**src/shared/standby_pkg.sv**
```systemverilog
package standby_pkg;

    // Interrupt sources watched by the standby logic
    localparam int N_IRQ = 4;

    // Register map (byte addresses)
    localparam logic [7:0] CTRL_ADDR = 8'h00;
    localparam logic [7:0] STATUS_ADDR = 8'h04;

    // Control register field positions
    localparam int CTRL_OSC_STABILIZATION_TIME_SELECT_LSB = 0;
    localparam int CTRL_OSC_STABILIZATION_TIME_SELECT_W = 3;
    localparam int CTRL_SEL_A_BIT = 3;
    localparam int CTRL_SEL_B_BIT = 4;
    localparam int CTRL_H0_BIT = 5;
    localparam int CTRL_WATCH_BIT = 6;
    localparam logic [6:0] CTRL_RESET = 7'h00;

    // Status register field positions
    localparam int STAT_STATE_LSB = 0;
    localparam int STAT_VEC_BIT = 3;
    localparam int STAT_PEND_LSB = 8;

    // CPU clock source codes
    localparam logic [1:0] SRC_HIGH_SPEED = 2'h0;
    localparam logic [1:0] SRC_INTERNAL = 2'h1;
    localparam logic [1:0] SRC_SUBSYSTEM = 2'h2;

    // Wake wait counts in CPU clocks
    localparam logic [15:0] WAIT_VECTOR = 16'h0008;
    localparam logic [15:0] WAIT_RESUME = 16'h0002;

    // Largest oscillation stabilization select code
    localparam logic [2:0] OSC_STABILIZATION_TIME_SELECT_MAX = 3'h4;

    // Standby states, Gray steps along run-halt-wake and run-stop-osc
    typedef enum logic [2:0] {
        ST_RUN = 3'h0,
        ST_HALT = 3'h1,
        ST_WAKE = 3'h3,
        ST_STOP = 3'h2,
        ST_OSC = 3'h6
    } state_e;

endpackage : standby_pkg

```
**src/rtl/pin_sync.sv**
```systemverilog
// Two-flop synchroniser for asynchronous pin levels
module pin_sync #(
    parameter int WIDTH = 1,
    parameter logic [WIDTH-1:0] INIT = '0
) (
    input wire logic clock_i, // System clock
    input wire logic resetn_i, // Synchronous reset, active low
    input wire logic [WIDTH-1:0] pin_i, // Raw pin levels
    output logic [WIDTH-1:0] sync_o // Synchronised levels
);

    typedef struct packed {
        logic [WIDTH-1:0] meta;
        logic [WIDTH-1:0] sync;
    } sync_s;

    sync_s cur;
    sync_s next_cur;

    // Per-bit two-stage chain
    genvar g;
    for (g = 0; g < WIDTH; g++) begin : g_bit
        always_comb begin
            next_cur.meta[g] = pin_i[g];
            next_cur.sync[g] = cur.meta[g];
        end
    end

    // Chain registers
    always_ff @(posedge clock_i) begin
        if (!resetn_i) begin
            cur <= {INIT, INIT};
        end else begin
            cur <= next_cur;
        end
    end

    assign sync_o = cur.sync;

endmodule : pin_sync

```
**src/rtl/wait_counter.sv**
```systemverilog
// Down counter for wake and stabilization waits
module wait_counter (
    input wire logic clock_i, // System clock
    input wire logic resetn_i, // Synchronous reset, active low
    input wire logic load_i, // Start a new wait
    input wire logic [15:0] value_i, // Wait length in cycles
    output logic done_o // High in last cycle of the wait
);

    typedef struct packed {
        logic [15:0] cnt;
    } cnt_s;

    cnt_s cur;
    cnt_s next_cur;

    // Load or count down to zero
    always_comb begin
        next_cur = cur;
        if (load_i) begin
            next_cur.cnt = value_i;
        end else if (cur.cnt != 16'h0000) begin
            next_cur.cnt = cur.cnt - 16'h0001;
        end
    end

    always_ff @(posedge clock_i) begin
        if (!resetn_i) begin
            cur <= '0;
        end else begin
            cur <= next_cur;
        end
    end

    assign done_o = (cur.cnt == 16'h0001) && !load_i;

endmodule : wait_counter

```
**src/rtl/standby_ctrl.sv**
```systemverilog
// Behaviour
// - In halt, any pending request with its mask flag clear wakes the device.
// - A halt wake takes the vector when acknowledge is allowed, else resumes inline.
// - A halt wake into vectored servicing waits eight clocks before the vector.
// - A halt wake that resumes inline waits two clocks before resuming.
// - The reset pin ends halt regardless of flags and starts from the reset vector.
// - Service needs high priority with enable set, or low priority with enable and in-service set.
// - The stop instruction enters stop only from the high-speed or internal clock.
// - A halt instruction with an unmasked request already pending releases at once.
// - Stop with a pending request skips stop and returns after the stabilization wait.
// - In stop each 8-bit counter runs only when its external count pin is selected.
// - In stop timer H0 runs only when clocked from a running first 8-bit counter.
// - In stop the watch timer runs only when the subsystem clock is its source.
module standby_ctrl #(
    parameter logic [15:0] OSC_BASE_CYCLES = 16'h0100
) (
    input wire logic clock_i, // System clock
    input wire logic resetn_i, // Synchronous reset, active low
    input wire logic reset_pin_n_i, // External reset pin, active low
    input wire logic halt_instr_i, // Halt instruction executed
    input wire logic stop_instr_i, // Stop instruction executed
    input wire logic [1:0] cpu_clk_src_i, // CPU clock source code
    input wire logic [standby_pkg::N_IRQ-1:0] int_req_i, // Interrupt request flags
    input wire logic [standby_pkg::N_IRQ-1:0] interrupt_mask_flag_i, // Mask flags
    input wire logic [standby_pkg::N_IRQ-1:0] interrupt_priority_flag_i, // 1 is low priority
    input wire logic global_interrupt_enable_flag_i, // Acknowledge enable
    input wire logic in_service_priority_flag_i, // In-service priority flag
    input wire logic [7:0] addr_i, // Register address
    input wire logic [31:0] wdata_i, // Write data
    input wire logic wr_i, // Write strobe
    input wire logic rd_i, // Read strobe
    output logic [31:0] rdata_o, // Read data, cycle after strobe
    output logic cpu_clk_en_o, // CPU clock gate enable
    output logic hs_osc_en_o, // High-speed oscillator enable
    output logic port_hold_o, // Port output latches held
    output logic tmr8a_run_o, // First 8-bit counter may run
    output logic tmr8b_run_o, // Second 8-bit counter may run
    output logic tmrh0_run_o, // Timer H0 may run
    output logic watch_run_o, // Watch timer may run
    output logic tmr16_run_o, // 16-bit counters may run
    output logic vector_o, // Take vectored interrupt, pulse
    output logic resume_o, // Resume at next instruction, pulse
    output logic reset_vector_o, // Branch to reset vector, pulse
    output logic [2:0] state_o // Standby state
);

    typedef struct packed {
        standby_pkg::state_e st;
        logic take_vec;
        logic [2:0] osc_stabilization_time_select;
        logic sel_a;
        logic sel_b;
        logic h0_sel;
        logic watch_sub;
        logic cpu_clk_en;
        logic hs_osc_en;
        logic port_hold;
        logic t8a;
        logic t8b;
        logic th0;
        logic tw;
        logic t16;
        logic vector;
        logic resume;
        logic rst_vec;
        logic [31:0] rdata;
    } ctrl_s;

    ctrl_s cur;
    ctrl_s next_cur;
    logic pin_ok;
    logic cnt_load;
    logic [15:0] cnt_value;
    logic cnt_done;
    logic [standby_pkg::N_IRQ-1:0] pend;
    logic any_pend;
    logic svc;
    logic clk_ok;

    // Reset pin comes from outside the clock domain
    pin_sync #(
        .WIDTH(1),
        .INIT(1'b1)
    ) u_pin_sync (
        .clock_i(clock_i),
        .resetn_i(resetn_i),
        .pin_i(reset_pin_n_i),
        .sync_o(pin_ok)
    );

    // Shared wait counter for wake and stabilization
    wait_counter u_wait (
        .clock_i(clock_i),
        .resetn_i(resetn_i),
        .load_i(cnt_load),
        .value_i(cnt_value),
        .done_o(cnt_done)
    );

    // Unmasked pending requests
    assign pend = int_req_i & ~interrupt_mask_flag_i;
    assign any_pend = |pend;
    assign clk_ok = (cpu_clk_src_i == standby_pkg::SRC_HIGH_SPEED) ||
                    (cpu_clk_src_i == standby_pkg::SRC_INTERNAL);

    always_comb begin
        if (|(pend & ~interrupt_priority_flag_i)) begin
            svc = global_interrupt_enable_flag_i;
        end else begin
            svc = global_interrupt_enable_flag_i && in_service_priority_flag_i;
        end
    end

    // Next state, registers and outputs
    always_comb begin
        next_cur = cur;
        cnt_load = 1'b0;
        cnt_value = standby_pkg::WAIT_RESUME;
        next_cur.vector = 1'b0;
        next_cur.resume = 1'b0;
        next_cur.rst_vec = 1'b0;
        next_cur.rdata = 32'h0000_0000;
        // Control register write
        if (wr_i && addr_i == standby_pkg::CTRL_ADDR) begin
            if (wdata_i[standby_pkg::CTRL_OSC_STABILIZATION_TIME_SELECT_LSB +: standby_pkg::CTRL_OSC_STABILIZATION_TIME_SELECT_W] >
                    standby_pkg::OSC_STABILIZATION_TIME_SELECT_MAX) begin
                next_cur.osc_stabilization_time_select = standby_pkg::OSC_STABILIZATION_TIME_SELECT_MAX;
            end else begin
                next_cur.osc_stabilization_time_select = wdata_i[standby_pkg::CTRL_OSC_STABILIZATION_TIME_SELECT_LSB +: standby_pkg::CTRL_OSC_STABILIZATION_TIME_SELECT_W];
            end
            next_cur.sel_a = wdata_i[standby_pkg::CTRL_SEL_A_BIT];
            next_cur.sel_b = wdata_i[standby_pkg::CTRL_SEL_B_BIT];
            next_cur.h0_sel = wdata_i[standby_pkg::CTRL_H0_BIT];
            next_cur.watch_sub = wdata_i[standby_pkg::CTRL_WATCH_BIT];
        end
        // Register read, data valid next cycle
        if (rd_i) begin
            unique case (addr_i)
                standby_pkg::CTRL_ADDR: begin
                    next_cur.rdata[standby_pkg::CTRL_OSC_STABILIZATION_TIME_SELECT_LSB +: standby_pkg::CTRL_OSC_STABILIZATION_TIME_SELECT_W] =
                        cur.osc_stabilization_time_select;
                    next_cur.rdata[standby_pkg::CTRL_SEL_A_BIT] = cur.sel_a;
                    next_cur.rdata[standby_pkg::CTRL_SEL_B_BIT] = cur.sel_b;
                    next_cur.rdata[standby_pkg::CTRL_H0_BIT] = cur.h0_sel;
                    next_cur.rdata[standby_pkg::CTRL_WATCH_BIT] = cur.watch_sub;
                end
                standby_pkg::STATUS_ADDR: begin
                    next_cur.rdata[standby_pkg::STAT_STATE_LSB +: 3] = cur.st;
                    next_cur.rdata[standby_pkg::STAT_VEC_BIT] = cur.take_vec;
                    next_cur.rdata[standby_pkg::STAT_PEND_LSB +: standby_pkg::N_IRQ] = pend;
                end
                default: begin
                    next_cur.rdata = 32'h0000_0000;
                end
            endcase
        end
        // Standby sequencing
        unique case (cur.st)
            standby_pkg::ST_RUN: begin
                if (halt_instr_i) begin
                    // Pending at halt wakes at once
                    if (any_pend) begin
                        next_cur.st = standby_pkg::ST_WAKE;
                        next_cur.take_vec = svc;
                        cnt_load = 1'b1;
                        cnt_value = svc ? standby_pkg::WAIT_VECTOR : standby_pkg::WAIT_RESUME;
                    end else begin
                        next_cur.st = standby_pkg::ST_HALT;
                    end
                end else if (stop_instr_i) begin
                    if (!clk_ok) begin
                        next_cur.resume = 1'b1;
                    // Pending stop drops to stabilization wait
                    end else if (any_pend) begin
                        next_cur.st = standby_pkg::ST_OSC;
                        next_cur.take_vec = svc;
                        cnt_load = 1'b1;
                        cnt_value = 16'(OSC_BASE_CYCLES << cur.osc_stabilization_time_select);
                    end else begin
                        next_cur.st = standby_pkg::ST_STOP;
                    end
                end
            end
            standby_pkg::ST_HALT: begin
                if (any_pend) begin
                    next_cur.st = standby_pkg::ST_WAKE;
                    next_cur.take_vec = svc;
                    cnt_load = 1'b1;
                    cnt_value = svc ? standby_pkg::WAIT_VECTOR : standby_pkg::WAIT_RESUME;
                end
            end
            standby_pkg::ST_STOP: begin
                // Unmasked request restarts oscillator
                if (any_pend) begin
                    next_cur.st = standby_pkg::ST_OSC;
                    next_cur.take_vec = svc;
                    cnt_load = 1'b1;
                    cnt_value = 16'(OSC_BASE_CYCLES << cur.osc_stabilization_time_select);
                end
            end
            standby_pkg::ST_WAKE, standby_pkg::ST_OSC: begin
                if (cnt_done) begin
                    next_cur.st = standby_pkg::ST_RUN;
                    next_cur.vector = cur.take_vec;
                    next_cur.resume = !cur.take_vec;
                end
            end
            default: begin
                next_cur.st = standby_pkg::ST_RUN;
            end
        endcase
        if (!pin_ok) begin
            next_cur.st = standby_pkg::ST_RUN;
            next_cur.take_vec = 1'b0;
            next_cur.vector = 1'b0;
            next_cur.resume = 1'b0;
            next_cur.rst_vec = 1'b1;
        end
        next_cur.cpu_clk_en = (next_cur.st == standby_pkg::ST_RUN);
        next_cur.hs_osc_en = (next_cur.st != standby_pkg::ST_STOP);
        next_cur.port_hold = (next_cur.st == standby_pkg::ST_STOP);
        next_cur.t16 = (next_cur.st != standby_pkg::ST_STOP);
        next_cur.t8a = (next_cur.st != standby_pkg::ST_STOP) || next_cur.sel_a;
        next_cur.t8b = (next_cur.st != standby_pkg::ST_STOP) || next_cur.sel_b;
        next_cur.th0 = (next_cur.st != standby_pkg::ST_STOP) ||
                       (next_cur.h0_sel && next_cur.sel_a);
        next_cur.tw = (next_cur.st != standby_pkg::ST_STOP) || next_cur.watch_sub;
    end

    // State register
    always_ff @(posedge clock_i) begin
        if (!resetn_i) begin
            cur <= '0;
            cur.st <= standby_pkg::ST_RUN;
            cur.cpu_clk_en <= 1'b1;
            cur.hs_osc_en <= 1'b1;
            cur.t8a <= 1'b1;
            cur.t8b <= 1'b1;
            cur.th0 <= 1'b1;
            cur.tw <= 1'b1;
            cur.t16 <= 1'b1;
        end else begin
            cur <= next_cur;
        end
    end

    // Outputs straight from flops
    assign rdata_o = cur.rdata;
    assign cpu_clk_en_o = cur.cpu_clk_en;
    assign hs_osc_en_o = cur.hs_osc_en;
    assign port_hold_o = cur.port_hold;
    assign tmr8a_run_o = cur.t8a;
    assign tmr8b_run_o = cur.t8b;
    assign tmrh0_run_o = cur.th0;
    assign watch_run_o = cur.tw;
    assign tmr16_run_o = cur.t16;
    assign vector_o = cur.vector;
    assign resume_o = cur.resume;
    assign reset_vector_o = cur.rst_vec;
    assign state_o = cur.st;

    // Checks
    property p_halt_wake;
        @(posedge clock_i) disable iff (!resetn_i)
        (cur.st == standby_pkg::ST_HALT && any_pend && pin_ok) |=>
            (cur.st == standby_pkg::ST_WAKE);
    endproperty
    a_halt_wake: assert property (p_halt_wake) else $error("halt not left");

    property p_masked_hold;
        @(posedge clock_i) disable iff (!resetn_i)
        (cur.st == standby_pkg::ST_HALT && !any_pend && pin_ok) |=>
            (cur.st == standby_pkg::ST_HALT);
    endproperty
    a_masked_hold: assert property (p_masked_hold) else $error("halt left");

    property p_vec_wait;
        @(posedge clock_i) disable iff (!resetn_i || !pin_ok || !reset_pin_n_i)
        (cur.st == standby_pkg::ST_HALT && any_pend && svc) |->
            ##1 (!vector_o && !resume_o) [*8] ##1 vector_o;
    endproperty
    a_vec_wait: assert property (p_vec_wait) else $error("vector wait");

    property p_res_wait;
        @(posedge clock_i) disable iff (!resetn_i || !pin_ok || !reset_pin_n_i)
        (cur.st == standby_pkg::ST_HALT && any_pend && !svc) |->
            ##3 (resume_o && !vector_o);
    endproperty
    a_res_wait: assert property (p_res_wait) else $error("resume wait");

    property p_one_exit;
        @(posedge clock_i) disable iff (!resetn_i)
        !(vector_o && resume_o);
    endproperty
    a_one_exit: assert property (p_one_exit) else $error("double exit");

    property p_pin_reset;
        @(posedge clock_i) disable iff (!resetn_i)
        !pin_ok |=> (reset_vector_o && cur.st == standby_pkg::ST_RUN && cpu_clk_en_o);
    endproperty
    a_pin_reset: assert property (p_pin_reset) else $error("pin reset");

    property p_stop_src;
        @(posedge clock_i) disable iff (!resetn_i)
        (cur.st == standby_pkg::ST_RUN && stop_instr_i && !halt_instr_i && !clk_ok) |=>
            (cur.st != standby_pkg::ST_STOP);
    endproperty
    a_stop_src: assert property (p_stop_src) else $error("stop from slow clock");

    property p_stop_pend;
        @(posedge clock_i) disable iff (!resetn_i)
        (cur.st == standby_pkg::ST_RUN && stop_instr_i && !halt_instr_i && clk_ok &&
         any_pend && pin_ok) |=> (cur.st == standby_pkg::ST_OSC && hs_osc_en_o);
    endproperty
    a_stop_pend: assert property (p_stop_pend) else $error("pending stop");

    property p_stop_pins;
        @(posedge clock_i) disable iff (!resetn_i)
        (cur.st == standby_pkg::ST_STOP) |->
            (tmr8a_run_o == cur.sel_a && tmr8b_run_o == cur.sel_b &&
             tmrh0_run_o == (cur.h0_sel && cur.sel_a) && watch_run_o == cur.watch_sub);
    endproperty
    a_stop_pins: assert property (p_stop_pins) else $error("stop timers");

    property p_stop_core;
        @(posedge clock_i) disable iff (!resetn_i)
        (cur.st == standby_pkg::ST_STOP) |->
            (!hs_osc_en_o && !cpu_clk_en_o && port_hold_o && !tmr16_run_o);
    endproperty
    a_stop_core: assert property (p_stop_core) else $error("stop clocks");

    c_vec: cover property (@(posedge clock_i) disable iff (!resetn_i) vector_o);
    c_res: cover property (@(posedge clock_i) disable iff (!resetn_i)
        cur.st == standby_pkg::ST_WAKE ##1 resume_o);
    c_stop: cover property (@(posedge clock_i) disable iff (!resetn_i)
        cur.st == standby_pkg::ST_STOP ##1 cur.st == standby_pkg::ST_OSC);
    c_rst: cover property (@(posedge clock_i) disable iff (!resetn_i) reset_vector_o);

endmodule : standby_ctrl

```
**config.mk**
```make
export PLATFORM = sky130hd
export DESIGN_NAME = standby_ctrl
export DESIGN_NICKNAME = d
export VERILOG_FILES = /design/src/shared/standby_pkg.sv /design/src/rtl/pin_sync.sv /design/src/rtl/wait_counter.sv /design/src/rtl/standby_ctrl.sv
export SDC_FILE = /design/constraint.sdc
export NUM_CORES = 1
export LEC_CHECK = 0
export BUFFER_PORTS_ARGS = -buffer_cell sky130_fd_sc_hd__buf_2
export CELL_PAD_IN_SITES_DETAIL_PLACEMENT = 1
export CELL_PAD_IN_SITES_GLOBAL_PLACEMENT = 2
export CORE_AREA = 3 3 107 109
export CTS_CLUSTER_SIZE = 16
export DETAILED_ROUTE_END_ITERATION = 8
export DIE_AREA = 0 0 110 112
export HOLD_SLACK_MARGIN = 0.02
export PLACE_DENSITY = 0.78
export SLEW_MARGIN = 20
export SYNTH_ARGS = -nofsm -noshare
export SYNTH_HDL_FRONTEND = slang
export SYNTH_SLANG_ARGS = --single-unit
```
**constraint.sdc**
```tcl
create_clock -name clock_i -period 2.25 [get_ports clock_i]
set_input_delay 0.675 -clock clock_i [delete_from_list [all_inputs] [get_ports clock_i]]
set_output_delay 0.675 -clock clock_i [all_outputs]
set_load 0.01 [all_outputs]
```
==> impl_metrics.tcl <==
set metrics [dict create \
    synth_flop_cell "dfxtp_1" \
    reg2reg_from "u_wait.cur[0]$_SDFFE_PN0P_" \
    post-route-util_pct 27.8 \
    critPathSlowestCell "or4_4" \
    start_util_pct 23.5 \
    tns_ps 0 \
    grt_max_degree 21 \
    wl_per_cell_um 12.8 \
    n_antenna_cell 0 \
    finalSetupViolations 0 \
    vias 2123 \
    fin_cells 487 \
    h-tree-depth 2 \
    max_slew_margin_pct 66.1 \
    firstDrtPassIters 4 \
    grt_pass1_wl_um 9690 \
    maxCapViolations 0 \
    end_kind "register" \
    slowest_delay_ps 590 \
    r2r_slack_ps 230 \
    area_delta_synth_final_pct 18.4 \
    start_kind "input port" \
    hold_ws_ps 411 \
    die_h_um 112 \
    max_freq_ghz 0.460 \
    min_from "u_pin_sync.cur[1]$_SDFF_PN1_" \
    fin_nets 411 \
    crit_chain "buf_2 > or4_4 > or4_4 > mux2i_1 > nor2b_1 > or2_1" \
    nFillCells 1305 \
    cts_made_buffers 5 \
    synth_edf_count 0 \
    cts.hold.buffers_added 0 \
    drc 0 \
    synthesis.area_um2 2510 \
    drt_wl_total_um 6220 \
    rsz0062_at_grt "false" \
    dpl_cell_area_um2 2860 \
    hold-path-endpoint "u_pin_sync.sync_o$_SDFF_PN1_" \
    grt_overflow_total 0 \
    avgSynthCellArea_um2 8.68 \
    worstSetupPathType "in -> reg" \
    worst_pin_slew_ps 504 \
    critPathArrivalTime_ps 2380 \
    critical-path-top-delay-family "simple AND/OR/NAND/NOR gates" \
    finalCritPeriodShare_pct 96.7 \
    cts_tree "yes" \
    grt_pass1_vias 2069 \
    insertion_delay_ps 300 \
    crit_top_cell "or4_4" \
    worstPathRequired_ps 2450 \
    cts_buffer_depth 2 \
    path_max_fanout 9 \
    reg2reg_to "u_wait.cur[14]$_SDFFE_PN0P_" \
    finalHoldViolCount 0 \
    ant_nets 0 \
    power_frac_seq_pct 34.7 \
    antenna_found_initial 0 \
    num_io_pins 109 \
    crit_buf_inv 1 \
    viasPerCell 4.36 \
    period_needed_ps 2180 \
    ys_ff_latch 50 \
    cts_root_buf "clkbuf_8" \
    layout-drive-gt1-share_pct 25.9 \
    syn_inst 289 \
    io_buffers 61 \
    clockPowerShare_pct 19.6 \
    p_int_mw 2.02 \
    peakVddDrop_uv 344 \
    multiInputGateArea_um2 1250 \
    yosysSeqAreaShare_pct 39.9 \
    async_reset_ff_share_pct 0 \
    clkTransAtPathRegs_ps 100 \
    register_area_um2 1000 \
    fin_skew_ps 5.42 \
    slew_violations 0 \
    cts-resized-gates 0 \
    cts.sinks 50 \
    p_comb_share_pct 45.7 \
    power_leakage_nw 1.31 \
    dpl.cell_count 479 \
    die_area_um2 12300 \
    hpwl_um 4790 \
    grt_usage_pct 9.77 \
    routabilityCongestion 0.745 \
    yosysWarnings 0 \
    row_count 38 \
    status "finished clean" \
    hold_path_class "reg -> reg" \
    switchingPower_mw 1.28 \
    r2r_cells 7 \
    synth_cell_types 45 \
    power_per_cell_area_nw_per_um2 1110 \
    stdcell_area_um2 2970 \
    coreArea_um2 10700 \
    post_cts_buffers 0 \
    holdPathStages 1 \
    p_sw_share_pct 38.7 \
    drtIter0Drc 43 \
    dieWidth_um 110 \
]
## state kept, by name, indices dropped and copies added, names as in the netlist
signal,cells
u_wait.cur,16
rdata_o,11
tmr8b_run_o,1
u_pin_sync.cur,1
port_hold_o,1
watch_run_o,1
cpu_clk_en_o,1
vector_o,1
u_pin_sync.sync_o,1
tmrh0_run_o,1
tmr16_run_o,1
state_o,3
reset_vector_o,1
cur,8
tmr8a_run_o,1
resume_o,1
## power groups by stage
| stage | combinational, mW | clock, mW | sequential [mW] |
|---|---|---|---|
| 3_3_place_gp | 1.48 | 0 | 1.16 |
| 6_report | 1.51 | 0.647 | 1.14 |
| 5_1_grt | 1.70 | 0.708 | 1.17 |
| 4_1_cts | 1.53 | 0.678 | 1.14 |
| 3_5_place_dp | 1.52 | 0 | 1.16 |
| 2_1_floorplan | 1.10 | 0 | 1.12 |
## per-stage QoR
step | total power [mW] | setup WS, ps
floorplan | 2.22 | -145
global placement | 2.64 | -259
detailed placement | 2.68 | -284
CTS | 3.35 | 53.6
global route | 3.58 | 31.0
finish | 3.30 | 74.2
## routing by layer
| metal | vias to the layer above | share of wire [%] | track usage [%] |
|---|---|---|---|
| met2 | 64 | 48 | 17.4 |
| met4 | 0 | 0.56 | 1.75 |
| met1 | 992 | 44 | 11.8 |
| met5 | - | 0 | 0 |
| met3 | 4 | 7.6 | 2.61 |
| li1 | 1063 | - | - |
## cells by family after synthesis
| logic type | synth area share (%) |
|---|---|
| compound gates | 12.2 |
| xor+xnor | 2.79 |
| fa+ha+maj | 0.997 |
| buf+inv | 13.5 |
| flops | 39.9 |
| mux | 5.23 |
| other cells | 0.149 |
| simple gates | 25.3 |
## worst max path at each step
stage	slack [ps]	cells after the start	endpoint	from
after CTS	50	6	tmr8a_run_o$_SDFF_PN1_	addr_i[3]
final	70	6	tmr8a_run_o$_SDFF_PN1_	addr_i[3]
after detailed placement	-280	6	watch_run_o$_SDFF_PN1_	addr_i[3]
after global placement	-260	6	watch_run_o$_SDFF_PN1_	addr_i[3]
after global routing	30	6	tmr8b_run_o$_SDFF_PN1_	addr_i[3]
after floorplan	-140	6	tmr8a_run_o$_SDFF_PN1_	addr_i[3]
## placed cells by master, fill, tap and decap left out, drive strengths merged, types with 8 or more instances in the layout
cell	count
buf	75
dfxtp	50
nor2	25
conb	21
nor2b	16
a21oi	12
mux2i	12
nand2	11
nand2b	10
o21ai	10
nor3	9
o22ai	9
inv	8
## worst reg2reg max path, stage by stage, from the launching register on
cell and delay (ps):
dfxtp_1 350, inv_1 110, ha_1 180, or4b_1 580, nor4_1 250, nand3_1 140
mux2i_1 190, o22ai_1 90
## cell usage after synthesis, drive strengths merged, types with 3 or more instances
cell type | instances | area (µm²)
nand4 | 7 | 43.8
and2 | 4 | 25.0
nor2b | 16 | 100
inv | 7 | 26.3
nand2b | 10 | 62.6
a21oi | 12 | 60.1
or3 | 4 | 25.0
or4 | 3 | 30.0
o22ai | 9 | 56.3
nor3 | 9 | 45.0
mux2i | 12 | 120
buf | 38 | 285
clkbuf | 7 | 26.3
dfxtp | 50 | 1000
o21ai | 10 | 50.0
or2 | 7 | 43.8
nor4 | 7 | 50.1
nor2 | 25 | 93.8
xnor2 | 3 | 26.3
nand2 | 11 | 41.3
nand3 | 7 | 35.0
xor2 | 5 | 43.8
## layout make-up
cell class / instances / share of cell area, %
clock buffers: 5 / 2.32
clock inverters: 3 / 1.47
inverters: 7 / 0.884
multi-input cells: 207 / 41.9
flip-flops and latches: 50 / 33.7
well taps: 140 / 5.89
repair buffers: 75 / 13.8
Note: power is estimated with default switching activity, not from simulation.
